===== src/hdl/agc_pkg.sv =====
// Constants and types shared by the gain loop and its output buffer
package agc_pkg;
  // ****************************************************************
  // Loop parameter word layout
  // ****************************************************************
  localparam int DISABLE_BIT   = 31;
  localparam int FRAC_CODE_LSB = 27;
  localparam int FRAC_CODE_W   = 4;
  localparam int SHIFT_CODE_LSB = 24;
  localparam int SHIFT_CODE_W  = 3;
  localparam int THRESH_LSB    = 16;
  localparam int UPPER_LSB     = 8;
  localparam int LOWER_LSB     = 0;
  localparam int PARAM_W       = 32;

  // ****************************************************************
  // Widths and formats
  // ****************************************************************
  localparam int MAG_W      = 8;
  localparam int WORD_W     = 8;
  localparam int MANT_W     = 6;
  localparam int EXP_W      = 2;
  localparam int ERR_W      = 11;
  localparam int ACC_FRAC   = 8;
  localparam int ACC_W      = WORD_W + ACC_FRAC;
  localparam int BASE_SHIFT = 2;
  localparam int IQ_W       = 10;
  localparam int OUT_W      = 15;
  localparam int FIFO_DEPTH = 32;

  // ****************************************************************
  // Loop sequencing
  // ****************************************************************
  typedef enum logic [1:0]
  {
    ST_INIT  = 2'b01,
    ST_TRACK = 2'b10
  } state_type;
endpackage


===== src/hdl/stream_if.sv =====
// Valid/ready stream carrier between the loop core and its buffer
`timescale 1ns/10ps
interface stream_if #(parameter int WIDTH = 8) ();
  logic [WIDTH-1:0] data;
  logic             valid;
  logic             ready;

  modport src
  (
    output data,
    output valid,
    input  ready
  );
  modport snk
  (
    input  data,
    input  valid,
    output ready
  );
endinterface


===== src/hdl/agc_fifo.sv =====
// Synchronous FIFO holding gain-adjusted I/Q pairs
`timescale 1ns/10ps
module agc_fifo #(
  parameter int WIDTH = 30,
  parameter int DEPTH = agc_pkg::FIFO_DEPTH
) (
  input  wire logic ref_clk,
  input  wire logic rst_n,
  stream_if.snk     wr,
  stream_if.src     rd
);
  localparam int PW = $clog2(DEPTH);

  // ****************************************************************
  // Parameter check
  // ****************************************************************
  if (DEPTH < 2 || (1 << PW) != DEPTH || WIDTH < 1)
  begin : g_bad
    $error("agc_fifo: DEPTH must be a power of two of at least 2");
  end

  typedef struct packed {
    logic [PW-1:0] wp;
    logic [PW-1:0] rp;
    logic [PW:0]   cnt;
  } fifo_type;

  fifo_type         s_r;
  fifo_type         s_nxt;
  logic [WIDTH-1:0] mem [DEPTH];
  logic             push;
  logic             pop;

  // ****************************************************************
  // Handshakes
  // ****************************************************************
  // Full and empty come straight from the count, so no slot is wasted
  assign wr.ready = (s_r.cnt != (PW+1)'(DEPTH));
  assign rd.valid = (s_r.cnt != '0);
  assign rd.data  = mem[s_r.rp];
  assign push     = wr.valid && wr.ready;
  assign pop      = rd.valid && rd.ready;

  always_comb
  begin
    s_nxt = s_r;
    if (push)
    begin
      s_nxt.wp = s_r.wp + 1'b1;
    end
    if (pop)
    begin
      s_nxt.rp = s_r.rp + 1'b1;
    end
    if (push && !pop)
    begin
      s_nxt.cnt = s_r.cnt + 1'b1;
    end
    else if (pop && !push)
    begin
      s_nxt.cnt = s_r.cnt - 1'b1;
    end
  end

  always_ff @(posedge ref_clk or negedge rst_n)
  begin
    if (!rst_n)
    begin
      s_r <= '0;
    end
    else
    begin
      s_r <= s_nxt;
    end
  end

  // Storage has no reset; contents are only read behind valid
  always_ff @(posedge ref_clk)
  begin
    if (push)
    begin
      mem[s_r.wp] <= wr.data;
    end
  end
endmodule


===== src/hdl/agc_loop_gain_filter.sv =====
// Gain control loop: error detector, loop gain, limited integrator
`timescale 1ns/10ps
// Behaviour
// - Disable bit 31 forces detector error to zero; otherwise error passes
// - Fraction code is 4-bit unsigned, value code times 0.0625
// - Shift code E of 3 bits gives factor 2^-(6+E)
// - Error is attenuated by fraction/16 times shift factor before filter
// - Fraction and shift codes sit in parameter bits 24 to 30
// - Filter accumulates scaled error; result drives I and Q multipliers
// - Accumulator bounded by upper/lower limits on its top eight bits
// - Upper and lower limit words occupy parameter bits 0 to 15
// - Limit and gain words: 6-bit mantissa, 2-bit exponent 1,2,4,8
// - Multipliers apply (1 + mantissa/64) times 2^exponent to I and Q
// - Scaled error into the accumulator is eleven bits wide
// - Error is magnitude minus 8-bit threshold from bits 16 to 23
// - Top eight accumulator bits are readable as the gain level
module agc_loop_gain_filter #(
  parameter int DEPTH = agc_pkg::FIFO_DEPTH
) (
  input  wire logic                              ref_clk,
  input  wire logic                              reset_n,
  input  wire logic [agc_pkg::PARAM_W-1:0]       loop_param,
  input  wire logic [agc_pkg::MAG_W-1:0]         mag_in,
  input  wire logic                              mag_valid,
  input  wire logic signed [agc_pkg::IQ_W-1:0]   i_in,
  input  wire logic signed [agc_pkg::IQ_W-1:0]   q_in,
  input  wire logic                              iq_valid,
  output logic                                   iq_ready,
  output logic signed [agc_pkg::OUT_W-1:0]       i_out,
  output logic signed [agc_pkg::OUT_W-1:0]       q_out,
  output logic                                   out_valid,
  input  wire logic                              out_ready,
  output logic [agc_pkg::WORD_W-1:0]             agc_level
);
  localparam int ACC_W = agc_pkg::ACC_W;
  localparam int FR    = agc_pkg::ACC_FRAC;
  localparam int OW    = agc_pkg::OUT_W;

  if (DEPTH < 2)
  begin : g_bad
    $error("agc_loop_gain_filter: DEPTH too small");
  end

  typedef struct packed {
    agc_pkg::state_type          st;
    logic [ACC_W-1:0]            acc;
    logic [agc_pkg::WORD_W-1:0]  gain;
  } regs_type;

  regs_type                               s_r;
  regs_type                               s_nxt;
  logic                                   rst_meta_r;
  logic                                   rst_n_r;
  logic                                   dis;
  logic [agc_pkg::FRAC_CODE_W-1:0]        loop_gain_fraction_code;
  logic [agc_pkg::SHIFT_CODE_W-1:0]       loop_gain_shift_code;
  logic [agc_pkg::WORD_W-1:0]             thr;
  logic [agc_pkg::WORD_W-1:0]             up_lim;
  logic [agc_pkg::WORD_W-1:0]             lo_lim;
  logic signed [agc_pkg::MAG_W:0]         err;
  logic signed [13:0]                     prod;
  logic signed [agc_pkg::ERR_W-1:0]       sc_err;
  logic signed [ACC_W+1:0]                sum;

  // ****************************************************************
  // Reset release
  // ****************************************************************
  always_ff @(posedge ref_clk or negedge reset_n)
  begin
    if (!reset_n)
    begin
      rst_meta_r <= 1'b0;
      rst_n_r    <= 1'b0;
    end
    else
    begin
      rst_meta_r <= 1'b1;
      rst_n_r    <= rst_meta_r;
    end
  end

  // ****************************************************************
  // Parameter fields
  // ****************************************************************
  assign dis = loop_param[agc_pkg::DISABLE_BIT];
  assign loop_gain_fraction_code =
    loop_param[agc_pkg::FRAC_CODE_LSB +: agc_pkg::FRAC_CODE_W];
  assign loop_gain_shift_code =
    loop_param[agc_pkg::SHIFT_CODE_LSB +: agc_pkg::SHIFT_CODE_W];
  assign thr    = loop_param[agc_pkg::THRESH_LSB +: agc_pkg::WORD_W];
  assign up_lim = loop_param[agc_pkg::UPPER_LSB +: agc_pkg::WORD_W];
  assign lo_lim = loop_param[agc_pkg::LOWER_LSB +: agc_pkg::WORD_W];

  // ****************************************************************
  // Error detector and loop gain
  // ****************************************************************
  // Magnitude minus threshold, or zero while the loop is disabled
  assign err = dis ? '0
             : $signed({1'b0, mag_in}) - $signed({1'b0, thr});
  // Fraction is code/16; the extra shift of two plus the 8 fraction
  // bits of the accumulator give the 2^-6 base weight
  assign prod = err * $signed({1'b0, loop_gain_fraction_code});
  assign sc_err = agc_pkg::ERR_W'(prod >>>
    ({2'b00, loop_gain_shift_code} + 5'(agc_pkg::BASE_SHIFT)));
  assign sum = $signed({2'b00, s_r.acc})
             + $signed({{(ACC_W+2-agc_pkg::ERR_W){sc_err[agc_pkg::ERR_W-1]}},
                        sc_err});

  // ****************************************************************
  // Limited integrator
  // ****************************************************************
  always_comb
  begin
    s_nxt      = s_r;
    s_nxt.gain = s_r.acc[ACC_W-1 -: agc_pkg::WORD_W];
    unique case (s_r.st)
      agc_pkg::ST_INIT:
      begin
        // Limits are only seen after reset release, so load here
        s_nxt.acc = {lo_lim, {FR{1'b0}}};
        s_nxt.st  = agc_pkg::ST_TRACK;
      end
      agc_pkg::ST_TRACK:
      begin
        if (mag_valid)
        begin
          // Compare on the top eight bits; clamp rather than wrap
          if (sum < 0 || sum[ACC_W+1:ACC_W] != 2'b00)
          begin
            s_nxt.acc = sum[ACC_W+1] ? {lo_lim, {FR{1'b0}}}
                                     : {up_lim, {FR{1'b0}}};
          end
          else if (sum[ACC_W-1 -: agc_pkg::WORD_W] > up_lim)
          begin
            s_nxt.acc = {up_lim, {FR{1'b0}}};
          end
          else if (sum[ACC_W-1 -: agc_pkg::WORD_W] < lo_lim)
          begin
            s_nxt.acc = {lo_lim, {FR{1'b0}}};
          end
          else
          begin
            s_nxt.acc = sum[ACC_W-1:0];
          end
        end
      end
    endcase
  end

  always_ff @(posedge ref_clk or negedge rst_n_r)
  begin
    if (!rst_n_r)
    begin
      s_r <= '{st: agc_pkg::ST_INIT, acc: '0, gain: '0};
    end
    else
    begin
      s_r <= s_nxt;
    end
  end

  assign agc_level = s_r.gain;

  // ****************************************************************
  // Gain adjusters and output buffer
  // ****************************************************************
  // (1 + m/64) * 2^e, result keeps 6 fraction bits dropped
  function automatic logic signed [OW-1:0] gain_apply
  (
    input logic signed [agc_pkg::IQ_W-1:0] x,
    input logic [agc_pkg::WORD_W-1:0]      w
  );
    logic signed [20:0] p;
    p = 21'(x * $signed({2'b01, w[agc_pkg::MANT_W-1:0]}));
    p = p <<< w[agc_pkg::WORD_W-1 -: agc_pkg::EXP_W];
    return p[OW+agc_pkg::MANT_W-1:agc_pkg::MANT_W];
  endfunction

  stream_if #(.WIDTH(2*OW)) wr_s ();
  stream_if #(.WIDTH(2*OW)) rd_s ();

  // Back-pressure from the sink reaches the I/Q source through here
  assign wr_s.valid = iq_valid;
  assign wr_s.data  = {gain_apply(i_in, s_r.gain),
                       gain_apply(q_in, s_r.gain)};
  assign iq_ready   = wr_s.ready;
  assign out_valid  = rd_s.valid;
  assign i_out      = rd_s.data[2*OW-1:OW];
  assign q_out      = rd_s.data[OW-1:0];
  assign rd_s.ready = out_ready;

  agc_fifo #(
    .WIDTH (2*OW),
    .DEPTH (DEPTH)
  ) u_fifo (
    .ref_clk (ref_clk),
    .rst_n   (rst_n_r),
    .wr      (wr_s),
    .rd      (rd_s)
  );
endmodule


===== config.mk =====
export PLATFORM = sky130hd
export DESIGN_NAME = agc_loop_gain_filter
export DESIGN_NICKNAME = d
export VERILOG_FILES = /design/src/hdl/agc_pkg.sv /design/src/hdl/stream_if.sv /design/src/hdl/agc_fifo.sv /design/src/hdl/agc_loop_gain_filter.sv
export SDC_FILE = /design/constraint.sdc
export NUM_CORES = 2
export LEC_CHECK = 0
export BUFFER_PORTS_ARGS = -buffer_cell sky130_fd_sc_hd__buf_2
export CORE_ASPECT_RATIO = 1.75
export CORE_UTILIZATION = 40
export DETAILED_ROUTE_END_ITERATION = 12
export PLACE_DENSITY = 0.59
export SLEW_MARGIN = 40
export SYNTH_ARGS = -nofsm -noshare
export SYNTH_HDL_FRONTEND = slang
export SYNTH_SLANG_ARGS = --single-unit

===== constraint.sdc =====
create_clock -name ref_clk -period 3.4 [get_ports ref_clk]
set_input_delay 0.34 -clock ref_clk [delete_from_list [all_inputs] [get_ports ref_clk]]
set_output_delay 0.34 -clock ref_clk [all_outputs]
set_load 0.03 [all_outputs]

==> results.py <==
metrics = {
    "critical_path": {
        "critPathKind": "in -> reg",
        "crit_path_max_fanout": 4,
        "critPathBufInv": 9,
        "timing.critical_path.slowest_stage_cell": "or4b_4",
        "regToRegSetupSlack_ns": -2.24,
        "cp_peak_stage_delay_ns": 0.54,
        "critPathCaptureType": "register",
        "required_ns": 3.92,
        "rr_startpoint": "agc_level[2]$_DFF_PN0_",
        "rr_endpoint": "u_fifo.mem[20][26]$_DFFE_PP_",
        "cp-start-kind": "input port",
        "number_of_cells_traversed_by_the_worst_register_to_register_path": 20,
        "crit_family": "compound AO/OA/AOI/OAI gates",
        "crit_arrival_ns": 8.28,
    },
    "run_status": {
        "outcome": "complete, but fails checks",
        "violations": "setup timing",
    },
    "synthesis": {
        "synth_top_area_cell": "edfxtp_1",
        "post_synth_main_area_contributors": "edfxtp_1, mux4_2, fa_1",
        "synth-async-reset-ratio": 0.0438,
        "yosysWarnings": 0,
        "synth_nets": 3080,
        "ys_seq_elements": 1004,
        "syn_inst": 2737,
        "post_synth_num_cell_types": 73,
        "synth_top_cell_area_share": 0.602,
        "edff_count_synth": 960,
        "synth_sequential_area_ratio": 0.625,
        "syn-mean-instance-area_um2": 17.5,
        "post_synthesis_cell_area_mm2": 0.0479,
        "ys.flop_type": "edfxtp_1",
    },
    "pwr": {
        "netSwitchingFraction": 0.366,
        "pwr-share-comb": 0.520,
        "power.static_leakage_nw": 21.1,
        "power-per-cell-area_mw_per_mm2": 1130,
        "vdd.ir_drop.worst_mv": 1.27,
        "power.share.sequential": 0.328,
        "switching_power_mw": 24.4,
        "power_mw": 66.6,
        "clockPowerShare": 0.153,
        "cellInternalPower_mw": 42.2,
    },
    "detailed_routing": {
        "routed_wire_length_per_instance_um": 25.0,
        "drc": 0,
        "routed_wl_mm": 122,
        "detailedRoute.firstIterationViolations": 2101,
        "drt_pass1_iterations": 6,
        "antenna_violating_nets_left": 0,
        "avgViaCountPerCell": 5.42,
        "vias": 26500,
    },
    "final_layout": {
        "nNetsFinal": 3621,
        "fillCellCount": 9626,
        "sequential_cell_area_mm2": 0.0300,
        "multi_input_comb_area_mm2": 0.0181,
        "post_route_cells_drive_above_1_share": 0.381,
        "area_growth_syn_to_layout_pct": 23.0,
        "final_cells": 4876,
    },
    "global_routing": {
        "grt_pass1_vias": 28800,
        "antenna_found_initial": 6,
        "grt_usage": 0.203,
        "grt_pass1_wl_mm": 181,
        "global_route.overflow_total": 0,
        "grt_max_degree": 50,
    },
    "timing": {
        "fmax_mhz": 129,
        "skew_ns": 0.0550,
        "timing.final.crit_period_ns": 7.76,
        "maxSlewHeadroom": 0.427,
        "rsz0062_at_grt": "true",
        "max_slew.worst_pin.slew_ns": 0.860,
        "final.period_utilization": 2.28,
        "final.setup.worst_slack_ns": -4.36,
        "hold_viol_final": 0,
        "report.final.slew_viol_count": 0,
        "finalSetupViolCount": 1007,
    },
    "floorplan": {
        "initial_utilization": 0.404,
        "die_area_mm2": 0.121,
        "die_w_um": 264,
        "dieHeight_um": 460,
        "placementRows": 167,
        "top_level_ports": 105,
        "core-area_mm2": 0.118,
    },
    "clock_tree": {
        "number_of_clock_sinks": 1004,
        "cts_tree": "done",
        "clk-insertion-delay-late_ns": 0.69,
        "cts_max_level": 3,
        "cts_buffers": 89,
        "clkTransAtPathRegs_ns": 0.06,
        "root_buffer": "clkbuf_16",
        "clock_path_buffers": 3,
    },
    "worst_hold_path": {
        "hp-class": "in -> reg",
        "min_to": "s_nxt[6]$_DFFE_PN0P_",
        "holdPathStages": 3,
        "hold_path.startpoint": "loop_param[14]",
    },
    "placement": {
        "dp_hpwl_mm": 79.2,
        "placedCellCount": 4637,
        "buffer_ports.inserted": 104,
        "globalplace.congestion": 0.849,
    },
    "run": {
        "maxCapViolations": 0,
    },
}
[power groups by stage]
| stage | registers [mW] | logic (mW) | clock network [mW] |
|---|---|---|---|
| after global placement | 22.1 | 30.9 | 0 |
| after CTS | 21.9 | 33.4 | 10.4 |
| after global routing | 21.9 | 37.1 | 10.8 |
| after detailed placement | 22.1 | 32.0 | 0 |
| final | 21.8 | 34.6 | 10.2 |
| after floorplan | 21.9 | 18.5 | 0 |
[worst register-to-register path: stages, from the launching register on]
cell,delay [ns]
dfrtp_2,0.47
and2_4,0.17
fa_2,0.39
fa_1,0.50
inv_2,0.04
fa_1,0.55
inv_2,0.05
fa_2,0.54
ha_4,0.20
o21a_1,0.12
o21a_1,0.18
o211ai_1,0.26
a21oi_2,0.12
o31ai_2,0.32
o21bai_1,0.09
a21o_1,0.18
xor2_2,0.22
buf_12,0.15
inv_4,0.03
mux4_2,0.60
buf_12,0.22
[kinds of logic (layout without fill, tap and decap cells)]
kind of cell    Yosys count  after routing  share of synthesized area
flops                  1004           1004                      0.625
mux                     402            403                      0.165
simple gates            377            377                     0.0396
buf+inv                 360            975                     0.0289
fa+ha+maj               278            278                     0.0937
compound gates          237            237                     0.0322
xor+xnor                 78             78                     0.0150
other cells               1              3                  0.0000783
[per-stage QoR]
stage | setup slack (ns) | instance area, um^2 | utilization | hold slack, ns | TNS (ns)
4_1_cts | -4.19 | 58200 | 0.491 | 0.000822 | -1597.44
2_1_floorplan | -4.70 | 48700 | - | 0.0444 | -1251.54
3_5_place_dp | -5.28 | 54600 | 0.460 | 0.127 | -1797.94
6_report | -4.36 | 58900 | 0.497 | 0.0494 | -1599.08
5_1_grt | -4.70 | 58900 | 0.497 | 0.0844 | -1806.26
3_3_place_gp | -5.22 | 54200 | 0.458 | 0.126 | -1747.12
[synth_stat cells, drive strengths merged, types with 3 or more instances]
cell and count:
fa 134, nand2 96, edfxtp 960, o31ai 4, a21oi 60, a221oi 3
or3 4, nor2 91, inv 240, mux4 306, nand3 11, nand2b 16
nand4 4, o21a 13, buf 28, o211ai 27, a21boi 3, mux2 34
mux2i 62, clkbuf 91, nand3b 4, nor2b 17, o21bai 4, xor2 22
dfrtp 43, xnor2 55, a311oi 4, nor3 14, a211oi 10, a22o 7
or2 5, o21ai 63, ha 144, and2 104, a21o 20
[flip-flops by register name (all words and copies together) (netlist names)]
signal      flops
agc_level       8
u_fifo.mem    960
rst_meta_r      1
u_fifo.s_r     16
rst_n_r         1
s_nxt           8
s_r            10
[worst max path at each step]
stage	start	end	slack, ns	depth (start not counted)
after floorplan	mag_in[1]	s_nxt[6]$_DFFE_PN0P_	-4.70	44
after global placement	loop_param[17]	s_nxt[6]$_DFFE_PN0P_	-5.22	44
after detailed placement	loop_param[17]	s_nxt[6]$_DFFE_PN0P_	-5.28	46
after CTS	loop_param[17]	s_nxt[6]$_DFFE_PN0P_	-4.19	46
after global routing	mag_in[0]	s_nxt[6]$_DFFE_PN0P_	-4.70	43
final	loop_param[18]	s_nxt[6]$_DFFE_PN0P_	-4.36	42
[cells in the final DEF, fill, tap and decap left out, types with 16 or more instances in the layout]
cell | Yosys | layout
mux4_2 | 305 | 306
mux2_2 | 34 | 31
clkbuf_16 | 0 | 90
buf_12 | 0 | 53
o211ai_1 | 27 | 27
a21oi_2 | 0 | 18
buf_6 | 0 | 25
mux2i_1 | 61 | 25
dfrtp_1 | 43 | 32
buf_2 | 2 | 100
nand2_1 | 96 | 94
inv_1 | 239 | 224
ha_1 | 144 | 115
edfxtp_1 | 960 | 960
dlygate4sd3_1 | 0 | 16
xor2_1 | 22 | 20
a21oi_1 | 60 | 35
clkinv_2 | 0 | 19
buf_4 | 8 | 357
nor2_1 | 91 | 53
nor2_4 | 0 | 32
clkbuf_1 | 91 | 20
fa_1 | 134 | 129
ha_4 | 0 | 22
xnor2_1 | 54 | 36
mux2i_4 | 1 | 24
a21o_1 | 20 | 20
o21ai_0 | 61 | 38
and2_1 | 104 | 92
[timing repair]
| item | in CTS | in global routing |
|---|---|---|
| gates cloned | 1 | 2 |
| setup buffers | 25 | 27 |
| endpoints found under the setup margin | 1007 | 1007 |
| pin swaps | 64 | 46 |
| gates resized for setup | 80 | 76 |
| hold buffers | 16 | 0 |
| endpoints found under the hold margin | 9 | 0 |
[cell type report]
| cell class | count | area share |
|---|---|---|
| repair buffers | 568 | 0.0855 |
| multi-input cells | 1374 | 0.308 |
| clock buffers | 109 | 0.0391 |
| diodes | 2 | 0.0000850 |
| inverters | 241 | 0.0155 |
| clock inverters | 57 | 0.0109 |
| flip-flops and latches | 1004 | 0.509 |
| well taps | 1521 | 0.0323 |
[per-layer routing]
layer,up-vias,share of wire,global-route usage,routed length (um)
met3,141,0.047,0.0230,5730
met2,704,0.56,0.389,68000
li1,11600,-,-,-
met4,4,0.020,0.0504,2450
met5,-,0.00018,0,22
met1,14000,0.37,0.239,45500
Note: power is estimated with default switching activity, not from simulation.
